$ cat src/hw/rcri_pkg.sv
package rcri_pkg;

   // ----------------------------------------------------------------
   // Register file geometry
   // ----------------------------------------------------------------
   localparam int REG_COUNT = 52;
   localparam int IDX_W = 6;
   typedef logic [IDX_W-1:0] rcri_idx_t;

   // Registers with hand-written initialisation logic
   localparam rcri_idx_t IDX_PC_LOW_BYTE = 6'h03;
   localparam rcri_idx_t IDX_STATUS = 6'h04;
   localparam rcri_idx_t IDX_IRQ_CONTROL = 6'h0b;
   localparam rcri_idx_t IDX_PERIPH_FLAG_A = 6'h0c;
   localparam rcri_idx_t IDX_PERIPH_FLAG_B = 6'h0d;
   localparam rcri_idx_t IDX_POWER_CONTROL = 6'h28;

   // ----------------------------------------------------------------
   // Field positions and values
   // ----------------------------------------------------------------
   localparam logic [7:0] STATUS_POWER_VAL = 8'h18;
   localparam logic [7:0] STATUS_BANK_MASK = 8'he0;
   localparam logic [7:0] STATUS_LOW_MASK = 8'h07;
   localparam int STATUS_TO_BIT = 4;
   localparam int STATUS_PD_BIT = 3;
   localparam int POWER_CONTROL_REG_POR_BIT = 1;
   localparam int POWER_CONTROL_REG_BOR_BIT = 0;
   localparam logic [7:0] POWER_CONTROL_REG_IMPL = 8'h03;
   localparam int IRQ_GIE_BIT = 7;
   localparam logic [7:0] IRQ_RESET_KEEP = 8'h01;
   localparam logic [7:0] FLAG_A_IMPL = 8'h7f;
   localparam logic [7:0] FLAG_B_IMPL = 8'h01;
   localparam logic [7:0] PC_RESET_VAL = 8'h00;
   localparam logic [7:0] PC_VECTOR = 8'h04;
   localparam logic [7:0] PC_STEP = 8'h01;
   localparam logic [7:0] BYTE_ZERO = 8'h00;

   // ----------------------------------------------------------------
   // Carriers
   // ----------------------------------------------------------------
   // Per-register initial behaviour: a set bit in a keep mask holds
   // the prior value, otherwise the bit loads the matching value bit
   typedef struct packed {
      logic [7:0] impl;
      logic [7:0] por_keep;
      logic [7:0] por_val;
      logic [7:0] pin_keep;
      logic [7:0] pin_val;
      logic [7:0] wake_keep;
      logic [7:0] wake_val;
   } rcri_cfg_t;

   typedef struct packed {
      logic power;
      logic pin_wdt;
      logic wake;
   } rcri_class_t;

   typedef struct packed {
      logic por;
      logic bor;
      logic pin;
      logic wdt;
   } rcri_cause_t;

   typedef struct packed {
      logic en;
      rcri_idx_t idx;
      logic [7:0] data;
   } rcri_wr_t;

   typedef struct packed {
      logic [7:0] irq_ctl;
      logic [7:0] flag_a;
      logic [7:0] flag_b;
   } rcri_wake_set_t;

   // ----------------------------------------------------------------
   // Initial behaviour patterns
   // ----------------------------------------------------------------
   localparam rcri_cfg_t CFG_NONE =
      '{8'h00, 8'h00, 8'h00, 8'h00, 8'h00, 8'h00, 8'h00};
   localparam rcri_cfg_t CFG_UNK =
      '{8'hff, 8'hff, 8'h00, 8'hff, 8'h00, 8'hff, 8'h00};
   localparam rcri_cfg_t CFG_CLR =
      '{8'hff, 8'h00, 8'h00, 8'h00, 8'h00, 8'hff, 8'h00};
   localparam rcri_cfg_t CFG_ONES =
      '{8'hff, 8'h00, 8'hff, 8'h00, 8'hff, 8'hff, 8'h00};
   localparam rcri_cfg_t CFG_PORT_A_DATA =
      '{8'h3f, 8'h10, 8'h00, 8'h10, 8'h00, 8'h3f, 8'h00};
   localparam rcri_cfg_t CFG_PORT_E_DATA =
      '{8'h07, 8'h07, 8'h00, 8'h07, 8'h00, 8'h07, 8'h00};
   localparam rcri_cfg_t CFG_HIGH_LATCH =
      '{8'h1f, 8'h00, 8'h00, 8'h00, 8'h00, 8'h1f, 8'h00};
   localparam rcri_cfg_t CFG_TIMER1_CTL =
      '{8'h3f, 8'h00, 8'h00, 8'h3f, 8'h00, 8'h3f, 8'h00};
   localparam rcri_cfg_t CFG_CLR_7F =
      '{8'h7f, 8'h00, 8'h00, 8'h00, 8'h00, 8'h7f, 8'h00};
   localparam rcri_cfg_t CFG_CLR_3F =
      '{8'h3f, 8'h00, 8'h00, 8'h00, 8'h00, 8'h3f, 8'h00};
   localparam rcri_cfg_t CFG_CLR_01 =
      '{8'h01, 8'h00, 8'h00, 8'h00, 8'h00, 8'h01, 8'h00};
   localparam rcri_cfg_t CFG_CLR_07 =
      '{8'h07, 8'h00, 8'h00, 8'h00, 8'h00, 8'h07, 8'h00};
   localparam rcri_cfg_t CFG_RX_STATUS =
      '{8'hf7, 8'h01, 8'h00, 8'h01, 8'h00, 8'hf7, 8'h00};
   localparam rcri_cfg_t CFG_TX_STATUS =
      '{8'hf7, 8'h00, 8'h02, 8'h00, 8'h02, 8'hf7, 8'h00};
   localparam rcri_cfg_t CFG_CONV_CTL_A =
      '{8'hfd, 8'h00, 8'h00, 8'h00, 8'h00, 8'hfd, 8'h00};
   localparam rcri_cfg_t CFG_DIR_A =
      '{8'h3f, 8'h00, 8'h3f, 8'h00, 8'h3f, 8'h3f, 8'h00};
   localparam rcri_cfg_t CFG_DIR_E =
      '{8'hf7, 8'h00, 8'h07, 8'h00, 8'h07, 8'hf7, 8'h00};
   localparam rcri_cfg_t CFG_PERIOD =
      '{8'hff, 8'h00, 8'hff, 8'h00, 8'hff, 8'h00, 8'hff};
   localparam rcri_cfg_t CFG_PM_CTL =
      '{8'h03, 8'h00, 8'h02, 8'h00, 8'h02, 8'h01, 8'h02};

   // Index order: work, pointer, timer0, pc, status, port a..e data,
   // high latch, irq ctl, flags a/b, timer1 l/h/ctl, timer2 cnt/ctl,
   // sync buf/ctl, cap1 l/h/ctl, rx stat, tx/rx data, cap2 l/h/ctl,
   // conv result/ctl a, option, dir a..e, enables a/b, power ctl,
   // period, sync stat/addr, tx stat, baud, conv ctl b, pm latch,
   // pm addr, pm data high, pm addr high, pm ctl
   localparam rcri_cfg_t CELL_CFG [REG_COUNT] = '{
      CFG_UNK, CFG_UNK, CFG_UNK, CFG_NONE, CFG_NONE,
      CFG_PORT_A_DATA, CFG_UNK, CFG_UNK, CFG_UNK, CFG_PORT_E_DATA,
      CFG_HIGH_LATCH, CFG_NONE, CFG_NONE, CFG_NONE,
      CFG_UNK, CFG_UNK, CFG_TIMER1_CTL, CFG_CLR, CFG_CLR_7F,
      CFG_UNK, CFG_CLR, CFG_UNK, CFG_UNK, CFG_CLR_3F,
      CFG_RX_STATUS, CFG_CLR, CFG_CLR, CFG_UNK, CFG_UNK, CFG_CLR,
      CFG_UNK, CFG_CONV_CTL_A, CFG_ONES,
      CFG_DIR_A, CFG_ONES, CFG_ONES, CFG_ONES, CFG_DIR_E,
      CFG_CLR_7F, CFG_CLR_01, CFG_NONE,
      CFG_PERIOD, CFG_CLR_3F, CFG_CLR, CFG_TX_STATUS, CFG_CLR,
      CFG_CLR_07, CFG_HIGH_LATCH, CFG_UNK, CFG_UNK, CFG_UNK,
      CFG_PM_CTL
   };

endpackage

$ cat src/hw/rcri_reset_init.sv
`timescale 1ns/1ns

module rcri_reset_init (
   // Clock and reset
   input wire logic ref_clk,
   input wire logic rstn,
   // Reset causes from the reset circuitry, asynchronous levels
   input wire rcri_pkg::rcri_cause_t cause_async,
   // Core events on this clock
   input wire logic sleep_enter,
   input wire logic irq_wake,
   input wire rcri_pkg::rcri_wake_set_t wake_set,
   // Core register access
   input wire rcri_pkg::rcri_wr_t wr,
   input wire rcri_pkg::rcri_idx_t rd_idx,
   output logic [7:0] rd_data,
   // Register contents
   output logic [rcri_pkg::REG_COUNT-1:0][7:0] reg_file,
   // Cause observation
   output logic asleep,
   output rcri_pkg::rcri_class_t last_class,
   output logic vector_taken
);

   // ----------------------------------------------------------------
   // Cause synchronisation and class decode
   // ----------------------------------------------------------------
   rcri_pkg::rcri_cause_t cause;
   rcri_pkg::rcri_class_t cls;
   logic wdt_prev;
   logic wdt_event;
   logic wdt_reset;
   logic wake_by_wdt;
   logic wake_by_irq;
   logic [7:0] pc_low_byte;
   logic [7:0] status;
   logic [7:0] irq_control_reg;
   logic [7:0] periph_flag_reg_a;
   logic [7:0] periph_flag_reg_b;
   logic [7:0] power_control_reg;

   rcri_sync2 #(
      .W($bits(rcri_pkg::rcri_cause_t))
   ) u_cause_sync (
      .ref_clk(ref_clk),
      .rstn(rstn),
      .d_async(cause_async),
      .q_sync(cause)
   );

   // Watchdog timeout edge, taken from the synchronised level
   always_ff @(posedge ref_clk)
   begin
      if (!rstn)
         wdt_prev <= 1'b0;
      else
         wdt_prev <= cause.wdt;
   end

   // Watchdog edge resets an awake core and wakes a sleeping one
   assign wdt_event = cause.wdt & ~wdt_prev;
   assign wdt_reset = wdt_event & ~asleep;
   assign wake_by_wdt = wdt_event & asleep;
   assign wake_by_irq = irq_wake & asleep & ~wake_by_wdt;

   // Power class first, then pin or watchdog, then wake-up
   always_comb
   begin
      cls.power = cause.por | cause.bor;
      cls.pin_wdt = ~cls.power & (cause.pin | wdt_reset);
      cls.wake = ~cls.power & ~cls.pin_wdt
         & (wake_by_wdt | wake_by_irq);
   end

   // Sleep tracking: any class ends sleep
   always_ff @(posedge ref_clk)
   begin
      if (!rstn)
         asleep <= 1'b0;
      else if (cls.power | cls.pin_wdt | cls.wake)
         asleep <= 1'b0;
      else if (sleep_enter)
         asleep <= 1'b1;
   end

   // Last class applied, held until the next one
   always_ff @(posedge ref_clk)
   begin
      if (!rstn)
         last_class <= '{power: 1'b1, pin_wdt: 1'b0, wake: 1'b0};
      else if (cls.power | cls.pin_wdt | cls.wake)
         last_class <= cls;
   end

   // ----------------------------------------------------------------
   // Program counter low byte
   // ----------------------------------------------------------------
   always_ff @(posedge ref_clk)
   begin
      if (!rstn)
         pc_low_byte <= rcri_pkg::PC_RESET_VAL;
      else if (cls.power | cls.pin_wdt)
         pc_low_byte <= rcri_pkg::PC_RESET_VAL;
      else if (cls.wake)
      begin
         if (wake_by_irq & irq_control_reg[rcri_pkg::IRQ_GIE_BIT])
            pc_low_byte <= rcri_pkg::PC_VECTOR;
         else
            pc_low_byte <= pc_low_byte + rcri_pkg::PC_STEP;
      end
      else if (wr.en && wr.idx == rcri_pkg::IDX_PC_LOW_BYTE)
         pc_low_byte <= wr.data;
   end

   // Pulse when the wake-up jumped to the interrupt vector
   always_ff @(posedge ref_clk)
   begin
      if (!rstn)
         vector_taken <= 1'b0;
      else
         vector_taken <= cls.wake & wake_by_irq
            & irq_control_reg[rcri_pkg::IRQ_GIE_BIT];
   end

   // ----------------------------------------------------------------
   // Core status register
   // ----------------------------------------------------------------
   always_ff @(posedge ref_clk)
   begin
      if (!rstn)
         status <= rcri_pkg::STATUS_POWER_VAL;
      else if (cls.power)
         status <= rcri_pkg::STATUS_POWER_VAL
            | (status & rcri_pkg::STATUS_LOW_MASK);
      else if (cls.pin_wdt)
      begin
         status <= status & ~rcri_pkg::STATUS_BANK_MASK;
         if (cause.pin & asleep)
         begin
            status[rcri_pkg::STATUS_TO_BIT] <= 1'b1;
            status[rcri_pkg::STATUS_PD_BIT] <= 1'b0;
         end
         else if (~cause.pin)
         begin
            status[rcri_pkg::STATUS_TO_BIT] <= 1'b0;
            status[rcri_pkg::STATUS_PD_BIT] <= 1'b1;
         end
      end
      else if (cls.wake)
      begin
         status[rcri_pkg::STATUS_TO_BIT] <= ~wake_by_wdt;
         status[rcri_pkg::STATUS_PD_BIT] <= 1'b0;
      end
      else if (wr.en && wr.idx == rcri_pkg::IDX_STATUS)
         status <= wr.data;
   end

   // ----------------------------------------------------------------
   // Power control register
   // ----------------------------------------------------------------
   always_ff @(posedge ref_clk)
   begin
      if (!rstn)
         power_control_reg <= rcri_pkg::BYTE_ZERO;
      else if (cause.por)
         power_control_reg[rcri_pkg::POWER_CONTROL_REG_POR_BIT] <= 1'b0;
      else if (cause.bor)
         power_control_reg[rcri_pkg::POWER_CONTROL_REG_BOR_BIT] <= 1'b0;
      else if (~cls.pin_wdt & ~cls.wake & wr.en
            && wr.idx == rcri_pkg::IDX_POWER_CONTROL)
         power_control_reg <= wr.data & rcri_pkg::POWER_CONTROL_REG_IMPL;
   end

   // ----------------------------------------------------------------
   // Interrupt control and peripheral flags
   // ----------------------------------------------------------------
   always_ff @(posedge ref_clk)
   begin
      if (!rstn)
         irq_control_reg <= rcri_pkg::BYTE_ZERO;
      else if (cls.power | cls.pin_wdt)
         irq_control_reg <= irq_control_reg
            & rcri_pkg::IRQ_RESET_KEEP;
      else if (cls.wake)
         irq_control_reg <= irq_control_reg | wake_set.irq_ctl;
      else if (wr.en && wr.idx == rcri_pkg::IDX_IRQ_CONTROL)
         irq_control_reg <= wr.data;
   end

   // Reserved top bit is forced clear on every load
   always_ff @(posedge ref_clk)
   begin
      if (!rstn)
         periph_flag_reg_a <= rcri_pkg::BYTE_ZERO;
      else if (cls.power | cls.pin_wdt)
         periph_flag_reg_a <= rcri_pkg::BYTE_ZERO;
      else if (cls.wake)
         periph_flag_reg_a <= (periph_flag_reg_a | wake_set.flag_a)
            & rcri_pkg::FLAG_A_IMPL;
      else if (wr.en && wr.idx == rcri_pkg::IDX_PERIPH_FLAG_A)
         periph_flag_reg_a <= wr.data & rcri_pkg::FLAG_A_IMPL;
   end

   // Second flag register, one implemented bit
   always_ff @(posedge ref_clk)
   begin
      if (!rstn)
         periph_flag_reg_b <= rcri_pkg::BYTE_ZERO;
      else if (cls.power | cls.pin_wdt)
         periph_flag_reg_b <= rcri_pkg::BYTE_ZERO;
      else if (cls.wake)
         periph_flag_reg_b <= (periph_flag_reg_b | wake_set.flag_b)
            & rcri_pkg::FLAG_B_IMPL;
      else if (wr.en && wr.idx == rcri_pkg::IDX_PERIPH_FLAG_B)
         periph_flag_reg_b <= wr.data & rcri_pkg::FLAG_B_IMPL;
   end

   // ----------------------------------------------------------------
   // Register file: table-driven cells and the special registers
   // ----------------------------------------------------------------
   // Each table entry fixes one cell's per-class behaviour; the six special indices ignore theirs
   for (genvar i = 0; i < rcri_pkg::REG_COUNT; i++)
   begin : g_reg
      if (i == int'(rcri_pkg::IDX_PC_LOW_BYTE))
      begin : g_pc
         assign reg_file[i] = pc_low_byte;
      end
      else if (i == int'(rcri_pkg::IDX_STATUS))
      begin : g_status
         assign reg_file[i] = status;
      end
      else if (i == int'(rcri_pkg::IDX_IRQ_CONTROL))
      begin : g_irq
         assign reg_file[i] = irq_control_reg;
      end
      else if (i == int'(rcri_pkg::IDX_PERIPH_FLAG_A))
      begin : g_flag_a
         assign reg_file[i] = periph_flag_reg_a;
      end
      else if (i == int'(rcri_pkg::IDX_PERIPH_FLAG_B))
      begin : g_flag_b
         assign reg_file[i] = periph_flag_reg_b;
      end
      else if (i == int'(rcri_pkg::IDX_POWER_CONTROL))
      begin : g_power_control_reg
         assign reg_file[i] = power_control_reg;
      end
      else
      begin : g_cell
         rcri_init_cell #(
            .CFG(rcri_pkg::CELL_CFG[i])
         ) u_cell (
            .ref_clk(ref_clk),
            .rstn(rstn),
            .cls(cls),
            .wr_hit(wr.en && wr.idx == rcri_pkg::rcri_idx_t'(i)),
            .wr_data(wr.data),
            .q(reg_file[i])
         );
      end
   end

   // ----------------------------------------------------------------
   // Read port
   // ----------------------------------------------------------------
   // Registered read; indices past the file read as zero
   always_ff @(posedge ref_clk)
   begin
      if (!rstn)
         rd_data <= rcri_pkg::BYTE_ZERO;
      else if (int'(rd_idx) < rcri_pkg::REG_COUNT)
         rd_data <= reg_file[rd_idx];
      else
         rd_data <= rcri_pkg::BYTE_ZERO;
   end

endmodule

$ cat src/hw/rcri_sync2.sv
`timescale 1ns/1ns

module rcri_sync2 #(
   parameter int W = 4
) (
   // Clock and reset
   input wire logic ref_clk,
   input wire logic rstn,
   // Asynchronous levels in, synchronised levels out
   input wire logic [W-1:0] d_async,
   output logic [W-1:0] q_sync
);

   logic [W-1:0] meta;

   // First stage, read only by the second stage
   always_ff @(posedge ref_clk)
   begin
      if (!rstn)
         meta <= '0;
      else
         meta <= d_async;
   end

   // Second stage
   always_ff @(posedge ref_clk)
   begin
      if (!rstn)
         q_sync <= '0;
      else
         q_sync <= meta;
   end

endmodule

$ cat src/hw/rcri_init_cell.sv
`timescale 1ns/1ns

module rcri_init_cell #(
   parameter rcri_pkg::rcri_cfg_t CFG = rcri_pkg::CFG_NONE
) (
   // Clock and reset
   input wire logic ref_clk,
   input wire logic rstn,
   // Reset or wake-up class being applied
   input wire rcri_pkg::rcri_class_t cls,
   // Core write
   input wire logic wr_hit,
   input wire logic [7:0] wr_data,
   // Register value
   output logic [7:0] q
);

   // Class loads win over core writes; unimplemented bits stay zero
   always_ff @(posedge ref_clk)
   begin
      if (!rstn)
         q <= CFG.por_val & CFG.impl;
      else if (cls.power)
         q <= ((q & CFG.por_keep) | CFG.por_val) & CFG.impl;
      else if (cls.pin_wdt)
         q <= ((q & CFG.pin_keep) | CFG.pin_val) & CFG.impl;
      else if (cls.wake)
         q <= ((q & CFG.wake_keep) | CFG.wake_val) & CFG.impl;
      else if (wr_hit)
         q <= wr_data & CFG.impl;
   end

endmodule

$ cat config.mk
export PLATFORM = sky130hd
export DESIGN_NAME = rcri_reset_init
export DESIGN_NICKNAME = d
export VERILOG_FILES = /design/src/hw/rcri_pkg.sv /design/src/hw/rcri_reset_init.sv /design/src/hw/rcri_sync2.sv /design/src/hw/rcri_init_cell.sv
export SDC_FILE = /design/constraint.sdc
export NUM_CORES = 1
export LEC_CHECK = 0
export BUFFER_PORTS_ARGS = -buffer_cell sky130_fd_sc_hd__buf_4
export CAP_MARGIN = 20
export CORE_ASPECT_RATIO = 0.9
export CORE_MARGIN = 2
export CORE_UTILIZATION = 45
export CTS_BUF_LIST = sky130_fd_sc_hd__clkbuf_16
export DETAILED_ROUTE_END_ITERATION = 16
export PLACE_DENSITY = 0.77
export RECOVER_POWER = 50
export SLEW_MARGIN = 20
export SYNTH_ARGS = -nofsm -noshare
export SYNTH_HDL_FRONTEND = slang
export SYNTH_HIERARCHICAL = 1
export SYNTH_SLANG_ARGS = --single-unit
$ cat constraint.sdc
create_clock -name ref_clk -period 3.14 [get_ports ref_clk]
set_clock_uncertainty 0.05 [all_clocks]
set_input_delay 0.471 -clock ref_clk [delete_from_list [all_inputs] [get_ports ref_clk]]
set_output_delay 0.471 -clock ref_clk [all_outputs]
set_load 0.005 [all_outputs]
# == Word-level counts from Yosys, hierarchy flattened ==
# Cells that the tools add are included.
# op_classes
add_sub_neg,1
magnitude_cmp,2
eq_ne,52
mux,19
bitwise,32
reduce_logical,119
# ops
cell,count
$eq A6 B6 Y1 const B,20
$eq A6 B5 Y1 const B,16
$reduce_and A4 Y1,21
$reduce_and A2 Y1,32
$logic_and A1 B1 Y1,52
$bmux W8 S6,1
$eq A6 B4 Y1 const B,8
$mux W8,6
$eq A6 B3 Y1 const B,4
$and A1 B1 Y1,14
$mux W7,2
$eq A6 B2 Y1 const B,2
$mux W5,2
$not A1 Y1,10
$reduce_bool A2 Y1,5
$add A8 B1 Y8 const B,1
$or A8 B8 Y8,1
$reduce_or A2 Y1,4
$lt A6 B7 Y1 const B,1
$or A7 B7 Y7,1
$eq A6 B1 Y1 const B,1
$logic_not A6 Y1,1
$lt A6 B6 Y1 const B,1
$mux W2,3
other kinds (8),16
# totals
reg_bits,379
input_bits,53
output_inout_bits,429
wordCells,293

# == Longest topological paths before layout ==
# Gate-level depths: netlist (run 1).
# logic_depth
depth_word,14
mapped_depth,9
mapped_depth_nobuf,6

# == By module ==
# The synthesis (run 1) kept the hierarchy.
# by_module_without_submodules
mod,n_inst,cells_per_inst,area_per_inst_um2,seq_area_each_um2
rcri_reset_init,1,677,6115.9,960.9
rcri_init_cell at g_reg[0].g_cell.u_cell ...,17,36,345.3,160.2
rcri_init_cell at g_reg[17].g_cell.u_cell ...,7,28,306.5,160.2
rcri_init_cell at g_reg[32].g_cell.u_cell ...,4,36,359.1,160.2
rcri_init_cell at g_reg[18].g_cell.u_cell ...,3,27,280.3,140.1
rcri_init_cell at g_reg[23].g_cell.u_cell ...,2,25,254.0,120.1
rcri_init_cell at g_reg[10].g_cell.u_cell ...,2,23,227.7,100.1
rcri_init_cell at g_reg[16].g_cell.u_cell,1,30,316.6,120.1
rcri_init_cell at g_reg[24].g_cell.u_cell,1,29,311.5,140.1
rcri_init_cell at g_reg[41].g_cell.u_cell,1,26,299.0,160.2
rcri_init_cell at g_reg[5].g_cell.u_cell,1,27,285.3,120.1
rcri_init_cell at g_reg[44].g_cell.u_cell,1,27,281.5,140.1
rcri_init_cell at g_reg[33].g_cell.u_cell,1,29,277.8,120.1
rcri_init_cell at g_reg[37].g_cell.u_cell,1,35,277.8,140.1
+5 rows,--,--,--,--

# == Least setup slack after synthesis (run 1) ==
# No wires, ideal clock.
# synth_timing
path_type,register to register
startpoint,register asleep
endpoint,register power_control_reg[0]
setup_ns,0.116
arrival_ns,3.189
required_time_ns,2.974
setup_slack_ns,-0.215
stages_incl_launch_ff,6
n_path_buf,0
synth_period_minus_slack_ns,3.355
path_cell_list,dfxtp_1 nor3b_1 o21a_1 nor4b_4 and4b_1 a31o_2
# synth_lines
item,line_no,source
"start, declared",rcri_reset_init.sv:20,"output logic asleep,"
"start signal, assigned",rcri_reset_init.sv:79,asleep <= 1'b0;
"start signal, assigned",rcri_reset_init.sv:81,asleep <= 1'b0;
"start signal, assigned",rcri_reset_init.sv:83,asleep <= 1'b1;
"end signal, assigned",rcri_reset_init.sv:164,power_control_reg <= rcri_pkg::BYTE_ZERO;
"end signal, assigned",rcri_reset_init.sv:171,power_control_reg <= wr.data & rcri_pkg::POWER_CONTROL_REG_IMPL;
"end, declared",rcri_reset_init.sv:40,logic [7:0] power_control_reg;

==> results of run 1 <==
==> cell families after synthesis <==
kind of cell / after synthesis / share of synthesized area
other cells: 18 / 0.00334
compound gates: 210 / 0.0718
fa+ha+maj: 1 / 0.000619
simple gates: 817 / 0.214
mux: 427 / 0.253
buf+inv: 238 / 0.0824
flops: 379 / 0.375
==> cell usage in the layout, fill, tap and decap left out, types with 4 or more instances in the layout <==
| cell type | count |
|---|---|
| buf_12 | 7 |
| mux4_2 | 53 |
| diode_2 | 4 |
| nor2b_1 | 12 |
| clkbuf_4 | 278 |
| or3_1 | 4 |
| o211ai_1 | 47 |
| buf_4 | 100 |
| nor4b_4 | 21 |
| a21oi_1 | 61 |
| nor2b_4 | 25 |
| nor3b_2 | 6 |
| nand2b_1 | 17 |
| a211oi_1 | 10 |
| nand2_1 | 372 |
| nor3_1 | 20 |
| inv_6 | 4 |
| conb_1 | 59 |
| and3_1 | 5 |
| clkbuf_1 | 87 |
| a22oi_1 | 24 |
| inv_1 | 49 |
| nor2_1 | 218 |
| and2_1 | 12 |
| a32oi_1 | 6 |
| mux2_2 | 7 |
| nor3b_1 | 4 |
| o21ai_0 | 16 |
| dfxtp_1 | 379 |
| a221oi_1 | 5 |
| mux2i_1 | 356 |
| nand3b_1 | 52 |
| clkbuf_16 | 43 |
| clkinv_1 | 13 |
| o211a_1 | 8 |
| o2111ai_1 | 7 |
| mux4_1 | 10 |
| nand3_1 | 24 |
| clkinv_2 | 4 |
==> path summary, 6_finish.rpt <==
kind / endpoint / slack (ns) / cells past startpoint
worst min register to register: u_cause_sync/q_sync[3]$_SDFF_PN0_ / 0.39 / 1
worst max register to register: pc_low_byte[2]$_SDFFE_PP0P_ / 0.41 / 5
worst max-delay path: pc_low_byte[2]$_SDFFE_PP0P_ / 0.41 / 5
worst min-delay path: u_cause_sync/meta[2]$_SDFF_PN0_ / 0.07 / 2
==> cells in the mapped netlist, types with 20 or more instances <==
library cell / n
nand3_1: 24
buf_6: 49
a22oi_1: 24
nand2_1: 372
mux2i_1: 356
nor2_1: 218
nand3b_1: 52
nor3_1: 20
nor4b_4: 21
buf_2: 34
dfxtp_1: 379
a21oi_1: 61
mux4_2: 53
nor2b_4: 25
buf_4: 66
o211ai_1: 47
inv_1: 41
==> per-layer routing <==
metal | vias to the layer above | wire length, um
li1 | 7912 | -
met1 | 8706 | 31800
met2 | 987 | 34400
met3 | 194 | 6310
met4 | 0 | 3870
met5 | - | 0
==> cell type report <==
cell class / count / area [um2]
diodes: 4 / 10.0
clock buffers: 43 / 1080
clock inverters: 32 / 196
fillers: 3920 / 20000
inverters: 43 / 170
multi-input cells: 1514 / 11100
flip-flops and latches: 379 / 7590
well taps: 600 / 751
repair buffers: 475 / 3340
==> power by group through the flow <==
stage	sequential, W	clock, W	combinational [W]
finish	0.00489	0.00471	0.00114
floorplan	0.00498	0	0.000718
CTS	0.00489	0.00475	0.00112
global placement	0.00499	0	0.00109
detailed placement	0.00500	0	0.00112
global route	0.00489	0.00496	0.00120
==> worst reg2reg max path: cells and delay by family, from the launching register on <==
family	cells	cell delay (ns)
DFF	1	0.43
and+or+nand+nor	3	1.35
AOI/OAI and AO/OA	1	0.39
buffers and inverters	1	0.41
==> per-stage QoR <==
step                cell area [um2]  instances  power (W)  setup WS [ns]
floorplan                     20400       2131    0.00570         0.0673
global placement              23300       3011    0.00609          0.557
detailed placement            23300       3011    0.00611          0.496
CTS                           24600       3086     0.0108          0.493
global route                  24300       3090     0.0111          0.174
finish                        24300       3090     0.0107          0.409
==> results.sh, run 1 <==
export IMPL_outcome="finished, violations left"
export IMPL_violations="max-capacitance violations, max-slew violations"
export IMPL_gr_total_overflow=0
export IMPL_cp_startpoint="u_cause_sync/q_sync[2]$_SDFF_PN0_"
export IMPL_max_freq_ghz=0.366
export IMPL_viasPerCell=5.76
export IMPL_synth_top_area_share=0.375
export IMPL_grt_busiest_layer="met2"
export IMPL_largest_register="g.g_cell.u_cell/q"
export IMPL_holdWs_ns=0.0718
export IMPL_yosysSeqAreaShare=0.375
export IMPL_die_area_um2=46700
export IMPL_drtIter0Drc=1637
export IMPL_nets=2509
export IMPL_routabilityCongestion=0.927
export IMPL_grt_pass1_wl_um=110000
export IMPL_syn_inst=2090
export IMPL_synth_seq_cells=379
export IMPL_post_cts_resized=0
export IMPL_hold_class="in2reg"
export IMPL_die_h_um=205
export IMPL_portBuffers=414
export IMPL_setup_violations=0
export IMPL_cts_tree="yes"
export IMPL_p_leak_nw=9.36
export IMPL_insertion_delay_ns=0.56
export IMPL_fp_dieW_um=227
export IMPL_power_switching_w=0.00289
export IMPL_clock_sinks=379
export IMPL_finalHoldViolCount=0
export IMPL_critPathMaxStageDelay_ns=0.51
export IMPL_core_um2=44300
export IMPL_slew_headroom=-0.0622
export IMPL_globalRouteMet3Util=0.0581
export IMPL_tns_ns=0
export IMPL_worstMarginPinSlew_ns=1.59
export IMPL_rr_startpoint="u_cause_sync/q_sync[2]$_SDFF_PN0_"
export IMPL_fin_crit_sh=0.870
export IMPL_cts_root_buffer="clkbuf_16"
export IMPL_critPathTopFamily="simple AND/OR/NAND/NOR gates"
export IMPL_routed_wl_um=76300
export IMPL_synth_top_flop_cell="dfxtp_1"
export IMPL_p_comb_frac=0.106
export IMPL_clock_power_share=0.439
export IMPL_slowest_stage="nor3_1"
export IMPL_dr_pass1_iters=6
export IMPL_syn_avg_cell_area_um2=9.68
export IMPL_use_met2=0.501
export IMPL_largest_reg_flops=323
export IMPL_cts_made_buffers=42
export IMPL_path_class="reg2reg"
export IMPL_num_vias=17800
export IMPL_h_tree_depth=2
export IMPL_antenna_found_initial=5
export IMPL_sequentialPowerShare=0.455
export IMPL_crit_buf_inv=1
export IMPL_initial_core_util=0.457
export IMPL_drive_gt1_frac=0.231
export IMPL_p_int_w=0.00785
export IMPL_syn_area_um2=20200
export IMPL_irDropWorstVdd_uv=433
export IMPL_grt_usage=0.318
export IMPL_hpwl_um=54800
export IMPL_fin_util=0.548
export IMPL_ant_nets=0
export IMPL_ios=482
export IMPL_grt_util_met1=0.414
export IMPL_ys_warn_count=6
export IMPL_fp_row_count=73
export IMPL_drcViolationCount=0
export IMPL_cap_viol_max_count=1
export IMPL_synthDistinctLibCells=71
export IMPL_cts_buffer_depth=3
export IMPL_netlist_top_cells_area="dfxtp_1, mux2i_1, nand2_1"
export IMPL_critPathLaunchType="flop"
export IMPL_hold_start="cause_async[2]"
export IMPL_synth_edf_count=0
export IMPL_critical_path_required_ns=3.54
export IMPL_end_kind="flop"
export IMPL_swShare=0.269
export IMPL_synthArstFlopShare=0
export IMPL_p_per_area_nw_per_um2=443
export IMPL_cts_setup_buffers=0
export IMPL_grt_pass1_vias=17200
export IMPL_fin_crit_ns=2.73
export IMPL_yosysTopAreaCell="dfxtp_1"
export IMPL_crit_fanout=26
export IMPL_crit_chain="nor2_1 > clkinvlp_4 > nor3_1 > nand2_2 > a221oi_1"
export IMPL_syn2layout_area_growth_pct=20.0
export IMPL_finalMaxSlewViolations=88
export IMPL_grt_max_degree=92
export IMPL_worst_ep_arrival_time_ns=3.13
export IMPL_wl_per_cell_um=24.7
export IMPL_clk_pin_slew_ns=0.06
export IMPL_cts_hold_buf=0
export IMPL_rsz0062_at_grt="false"
Note: power is estimated with default switching activity, not from simulation.
==> run 2, diff against run 1 <==
==> constraint.sdc (replaced) <==
create_clock -name ref_clk -period 3.14 [get_ports ref_clk]
set_clock_uncertainty 0.05 [all_clocks]
set_input_delay 0.314 -clock ref_clk [delete_from_list [all_inputs] [get_ports ref_clk]]
set_output_delay 0.314 -clock ref_clk [all_outputs]
set_load 0.02 [all_outputs]
==> results.sh, run 2 (synthesis gave the netlist of run 1 again) <==
export IMPL_finalHoldViolCount=0
export IMPL_insertion_delay_ns=0.56
export IMPL_critical_path_required_ns=3.54
export IMPL_violations="max-capacitance violations, max-slew violations"
export IMPL_cts_setup_buffers=0
export IMPL_cts_made_buffers=41
export IMPL_syn2layout_area_growth_pct=14.6
export IMPL_fp_dieW_um=227
export IMPL_largest_reg_flops=323
export IMPL_route_met2_wl_um=34300
export IMPL_crit_chain="nor2_1 > clkinvlp_4 > nor3_1 > nand2_2 > a221oi_1"
export IMPL_layout_common_cells="dfxtp_1, nand2_1, clkbuf_1"
export IMPL_end_kind="flop"
export IMPL_irDropWorstVdd_uv=423
export IMPL_cap_viol_max_count=1
export IMPL_worst_ep_arrival_time_ns=3.11
export IMPL_dr_max_layer_used="met4"
export IMPL_grt_pass1_vias=17100
export IMPL_finalMaxSlewViolations=50
export IMPL_p_per_area_nw_per_um2=466
export IMPL_final_cells=3075
export IMPL_dr_pass1_iters=6
export IMPL_reg2reg_depth=5
export IMPL_path_class="reg2reg"
export IMPL_viasPerCell=5.76
export IMPL_initial_core_util=0.457
export IMPL_wl_per_cell_um=24.7
export IMPL_critPathLaunchType="flop"
export IMPL_core_um2=44300
export IMPL_hpwl_um=54500
export IMPL_routed_wl_um=76100
export IMPL_gr_total_overflow=0
export IMPL_portBuffers=414
export IMPL_grt_pass1_wl_um=110000
export IMPL_die_h_um=205
export IMPL_fin_crit_sh=0.862
export IMPL_n_fill_cell=4279
export IMPL_nets=2503
export IMPL_drt_met1_wl_um=30500
export IMPL_hold_class="in2reg"
export IMPL_setup_violations=0
export IMPL_critPathMaxStageDelay_ns=0.56
export IMPL_holdWs_ns=0.0404
export IMPL_die_area_um2=46700
export IMPL_antenna_found_initial=1
export IMPL_worst_r2r_setup_slack_ns=0.43
export IMPL_drtIter0Drc=1701
export IMPL_ant_nets=0
export IMPL_ios=482
export IMPL_fp_row_count=73
export IMPL_max_freq_ghz=0.369
export IMPL_final_common_cell="dfxtp_1"
export IMPL_clock_sinks=379
export IMPL_holdPathStages=3
export IMPL_slew_headroom=-0.236
export IMPL_outcome="finished, violations left"
export IMPL_grt_max_degree=87
export IMPL_drcViolationCount=0
export IMPL_routabilityCongestion=0.919
export IMPL_cts_root_buffer="clkbuf_16"
export IMPL_rsz0062_at_grt="false"
export IMPL_fin_crit_ns=2.71
export IMPL_clk_pin_slew_ns=0.06
export IMPL_slowest_stage="nor3_1"
export IMPL_p_leak_nw=8.30
export IMPL_tns_ns=0
export IMPL_dp_cells=3001
export IMPL_cts_buffer_depth=3
export IMPL_grt_usage=0.317
export IMPL_h_tree_depth=2
export IMPL_cts_tree="yes"
export IMPL_worstMarginPinSlew_ns=1.85
export IMPL_drive_gt1_frac=0.115
export IMPL_route_met3_wl_um=6880
export IMPL_largest_register="g.g_cell.u_cell/q"
export IMPL_crit_fanout=26
export IMPL_num_vias=17700
run 2: changes by cell type in the layout (fill, tap and decap cells not counted), moves of 3 or more:
cell | previous run | this run
buf_4 | 100 | 88
diode_2 | 4 | 1
clkbuf_1 | 87 | 365
clkbuf_4 | 278 | 2
clkinv_1 | 13 | 8
dlygate4sd3_1 | 0 | 5
run 2: worst paths after layout:
kind | endpoint | from
worst max-delay path | pc_low_byte[2]$_SDFFE_PP0P_ | u_cause_sync/q_sync[2]$_SDFF_PN0_
worst min-delay path | vector_taken$_SDFF_PN0_ | irq_wake
worst min register to register | u_cause_sync/q_sync[2]$_SDFF_PN0_ | u_cause_sync/meta[2]$_SDFF_PN0_
worst max register to register | pc_low_byte[2]$_SDFFE_PP0P_ | u_cause_sync/q_sync[2]$_SDFF_PN0_
run 2: final cells by class:
type                            instances  area (um2)  share of cell area
Timing Repair Buffer                  470        2290              0.0988
Multi-Input combinational cell       1514       11100               0.480
Inverter                               43         170             0.00734
Antenna cell                            1        2.50            0.000108
Clock buffer                           41        1030              0.0443
Tap cell                              600         751              0.0324
Clock inverter                         27         226             0.00977
Sequential cell                       379        7590               0.327
run 2: routing by layer:
metal | up-vias | GRT usage
met1 | 8581 | 0.410
met4 | 0 | 0.166
met3 | 221 | 0.0605
met5 | - | 0
li1 | 7885 | -
met2 | 1023 | 0.500
run 2: power by group:
| part | internal (W) | switching, W | leakage [nW] | total [W] |
|---|---|---|---|---|
| logic | 0.000352 | 0.000856 | 4.60 | 0.00121 |
| clock network | 0.00269 | 0.00202 | 0.634 | 0.00471 |
| registers | 0.00485 | 0.0000396 | 3.06 | 0.00489 |
| total | 0.00789 | 0.00292 | 8.30 | 0.0108 |
run 2: timing repair:
item | CTS | global route
hold buffers | 5 | 0
hold endpoints to repair | 5 | 0
gates resized for setup | 0 | 0
run 2: through the flow:
stage	total power, W	worst slack [ns]	area [um2]	util
2_1_floorplan	0.00578	0.0673	20400	-
3_3_place_gp	0.00617	0.634	23300	0.525
3_5_place_dp	0.00619	0.561	23300	0.525
4_1_cts	0.0109	0.544	24600	0.554
5_1_grt	0.0111	0.223	23200	0.523
6_report	0.0108	0.432	23200	0.523
run 2: critical path: cells and delay by family (launching register included):
kind,cells,cell delay (ns)
AOI/OAI and AO/OA,1,0.38
buffers and inverters,1,0.31
DFF,1,0.41
and+or+nand+nor,3,1.44
==> run 3, diff against run 2 <==
--- a/config.mk
+++ b/config.mk
@@ -5,6 +5,7 @@
 export SDC_FILE = /design/constraint.sdc
 export NUM_CORES = 1
 export LEC_CHECK = 0
+export ABC_AREA = 1
 export BUFFER_PORTS_ARGS = -buffer_cell sky130_fd_sc_hd__buf_4
 export CAP_MARGIN = 20
 export CORE_ASPECT_RATIO = 0.9
@@ -12,7 +13,7 @@
 export CORE_UTILIZATION = 45
 export CTS_BUF_LIST = sky130_fd_sc_hd__clkbuf_16
 export DETAILED_ROUTE_END_ITERATION = 16
-export PLACE_DENSITY = 0.77
+export PLACE_DENSITY = 0.76
 export RECOVER_POWER = 50
 export SLEW_MARGIN = 20
 export SYNTH_ARGS = -nofsm -noshare
==> results.sh, run 3 <==
export IMPL_outcome="finished, violations left"
export IMPL_violations="max-capacitance violations, max-slew violations"
export IMPL_synth_most_common_cell="nand2_1"
export IMPL_p_leak_nw=10.9
export IMPL_netlist_top_cells_area="dfxtp_1, nand2_1, nand3_1"
export IMPL_synth_edf_count=0
export IMPL_grt_busiest_layer="met2"
export IMPL_slew_headroom=-0.401
export IMPL_fin_crit_sh=0.766
export IMPL_clock_sinks=379
export IMPL_layout_common_cells="nand2_1, nor2_1, nand3_1"
export IMPL_critical_path_required_ns=3.57
export IMPL_finalMaxSlewViolations=90
export IMPL_crit_chain="buf_6 > clkbuf_2 > nand2_1 > a21oi_1"
export IMPL_cts_setup_buffers=0
export IMPL_routed_wl_um=91000
export IMPL_post_place_ws_ns=0.740
export IMPL_synth_top_flop_cell="dfxtp_1"
export IMPL_dr_pass1_iters=6
export IMPL_clock_power_share=0.445
export IMPL_cts_buffer_depth=3
export IMPL_cts_made_buffers=43
export IMPL_p_per_area_nw_per_um2=472
export IMPL_fp_dieW_um=237
export IMPL_worst_ep_arrival_time_ns=2.83
export IMPL_grt_util_met1=0.461
export IMPL_syn_avg_cell_area_um2=6.34
export IMPL_yosysTopAreaCell="dfxtp_1"
export IMPL_routabilityCongestion=0.959
export IMPL_synth_seq_cells=379
export IMPL_worstMarginPinSlew_ns=2.10
export IMPL_power_w=0.0119
export IMPL_drcViolationCount=0
export IMPL_crit_fanout=89
export IMPL_end_kind="flop"
export IMPL_drive_gt1_frac=0.0900
export IMPL_gr_total_overflow=0
export IMPL_ios=482
export IMPL_fin_util=0.522
export IMPL_nets=3864
export IMPL_use_met2=0.528
export IMPL_critPathMaxStageDelay_ns=1.50
export IMPL_portBuffers=414
export IMPL_n_fill_cell=5110
export IMPL_max_freq_ghz=0.416
export IMPL_core_um2=48100
export IMPL_crit_buf_inv=2
export IMPL_p_int_w=0.00833
export IMPL_reg2reg_depth=10
export IMPL_path_class="in2reg"
export IMPL_yosysSeqAreaShare=0.344
export IMPL_grt_pass1_vias=21200
export IMPL_globalRouteMet3Util=0.0830
export IMPL_die_h_um=214
export IMPL_slowest_stage="clkbuf_2"
export IMPL_sequentialPowerShare=0.413
export IMPL_setup_ws_ns=0.736
export IMPL_setup_violations=0
export IMPL_cts_tree="yes"
export IMPL_syn2layout_area_growth_pct=13.9
export IMPL_clk_pin_slew_ns=0.06
export IMPL_reg2reg_to="g_reg[23].g_cell.u_cell/q[5]$_SDFFE_PP0P_"
export IMPL_die_area_um2=50800
export IMPL_largest_reg_flops=323
export IMPL_hold_class="in2reg"
export IMPL_holdWs_ns=0.0584
export IMPL_grt_pass1_wl_um=133000
export IMPL_swShare=0.297
export IMPL_cp_startpoint="rstn"
export IMPL_synth_top_area_share=0.344
export IMPL_irDropWorstVdd_uv=353
export IMPL_hpwl_um=62600
export IMPL_p_comb_frac=0.142
export IMPL_holdPathStages=4
export IMPL_synth_common_cells="nand2_1, nor2_1, nand3_1, dfxtp_1, inv_1"
export IMPL_initial_core_util=0.458
export IMPL_finalHoldViolCount=0
export IMPL_ys_warn_count=6
export IMPL_power_switching_w=0.00352
export IMPL_tns_ns=0
export IMPL_grt_max_degree=109
export IMPL_synthArstFlopShare=0
export IMPL_wl_per_cell_um=20.4
export IMPL_num_vias=24400
export IMPL_cts_root_buffer="clkbuf_16"
export IMPL_drtIter0Drc=2633
export IMPL_critPathLaunchType="input port"
export IMPL_grt_usage=0.342
export IMPL_syn_inst=3474
export IMPL_viasPerCell=5.45
export IMPL_syn_area_um2=22000
export IMPL_ant_nets=0
export IMPL_h_tree_depth=2
export IMPL_largest_register="g.g_cell.u_cell/q"
export IMPL_rr_startpoint="u_cause_sync/q_sync[2]$_SDFF_PN0_"
export IMPL_hold_start="wake_set[10]"
export IMPL_worst_r2r_setup_slack_ns=0.74
export IMPL_fp_row_count=76
export IMPL_antenna_found_initial=2
export IMPL_whs_endpoint="periph_flag_reg_a[2]$_SDFFE_PP0P_"
export IMPL_cap_viol_max_count=1
export IMPL_rsz0062_at_grt="false"
export IMPL_synthDistinctLibCells=39
export IMPL_final_common_cell="nand2_1"
export IMPL_fin_crit_ns=2.40
export IMPL_insertion_delay_ns=0.57
export IMPL_critPathTopFamily="buffers and inverters"
run 3: cell types whose count changed after synthesis, sizes merged, moves of 124 or more:
| cell | previous run | this run |
|---|---|---|
| nand2 | 375 | 960 |
| nand3 | 24 | 467 |
| inv | 43 | 399 |
| mux2i | 356 | 0 |
| nor2 | 220 | 540 |
| a21oi | 61 | 310 |
| o21ai | 21 | 145 |
run 3: worst min-delay path, cell delays in order:
cell     delay [ns]
buf_4          0.10
or2_1          0.09
a21oi_1        0.05
nor2_1         0.09
run 3: worst max path at each step:
stage | end | slack [ns] | cells after the start
floorplan | g_reg[15].g_cell.u_cell/q[7]$_SDFFE_PN0P_ | 0.34 | 7
global placement | rd_data[4]$_SDFF_PN0_ | 0.75 | 12
detailed placement | rd_data[4]$_SDFF_PN0_ | 0.74 | 12
CTS | g_reg[23].g_cell.u_cell/q[4]$_SDFFE_PP0P_ | 0.82 | 10
global route | g_reg[17].g_cell.u_cell/q[5]$_SDFFE_PP0P_ | 0.62 | 4
finish | g_reg[17].g_cell.u_cell/q[5]$_SDFFE_PP0P_ | 0.74 | 4
run 3: cell families (layout without fill, tap and decap cells):
kind of cell | after synthesis | count (layout) | synth area share
buffers and inverters | 619 | 947 | 0.142
flip-flops | 379 | 379 | 0.344
AND/OR/NAND/NOR | 1981 | 1981 | 0.387
adder cells (fa/ha/maj) | 1 | 1 | 0.000568
AO/OA/AOI/OAI | 471 | 471 | 0.121
other | 18 | 62 | 0.00307
XOR/XNOR | 5 | 5 | 0.00199
run 3: per-stage QoR:
stage | cell area (um2) | std cells
2_1_floorplan | 22200 | 3515
3_3_place_gp | 25000 | 4384
3_5_place_dp | 25000 | 4384
4_1_cts | 26500 | 4467
5_1_grt | 25100 | 4467
6_report | 25100 | 4470
run 3: power by group through the flow:
stage / clock [W] / sequential [W] / combinational (W)
2_1_floorplan: 0 / 0.00504 / 0.00110
3_3_place_gp: 0 / 0.00501 / 0.00163
3_5_place_dp: 0 / 0.00501 / 0.00165
4_1_cts: 0.00529 / 0.00490 / 0.00166
5_1_grt: 0.00550 / 0.00490 / 0.00180
6_report: 0.00527 / 0.00490 / 0.00168
run 3: layout make-up:
cell class / instances / area [um2] / share of cell area
clock inverter: 33 / 312 / 0.0124
clock buffer: 45 / 1130 / 0.0449
multi-input combinational: 2517 / 11500 / 0.458
sequential: 379 / 7590 / 0.302
tap: 624 / 781 / 0.0311
inverter: 399 / 1510 / 0.0603
antenna: 3 / 7.51 / 0.000299
timing repair buffer: 470 / 2280 / 0.0910
run 3: metal layers:
layer  wire, um  vias to the layer above
li1           -                    11500
met1      36000                    11100
met2      39700                     1495
met3      11500                      250
met4       3820                        2
met5         17                        -
run 3: timing repair:
| action | 4_1_cts | 5_1_grt |
|---|---|---|
| resized for setup | 0 | 0 |
| endpoints found under the hold margin | 5 | 0 |
| setup endpoints to repair | 0 | 0 |
| hold buffers | 5 | 0 |
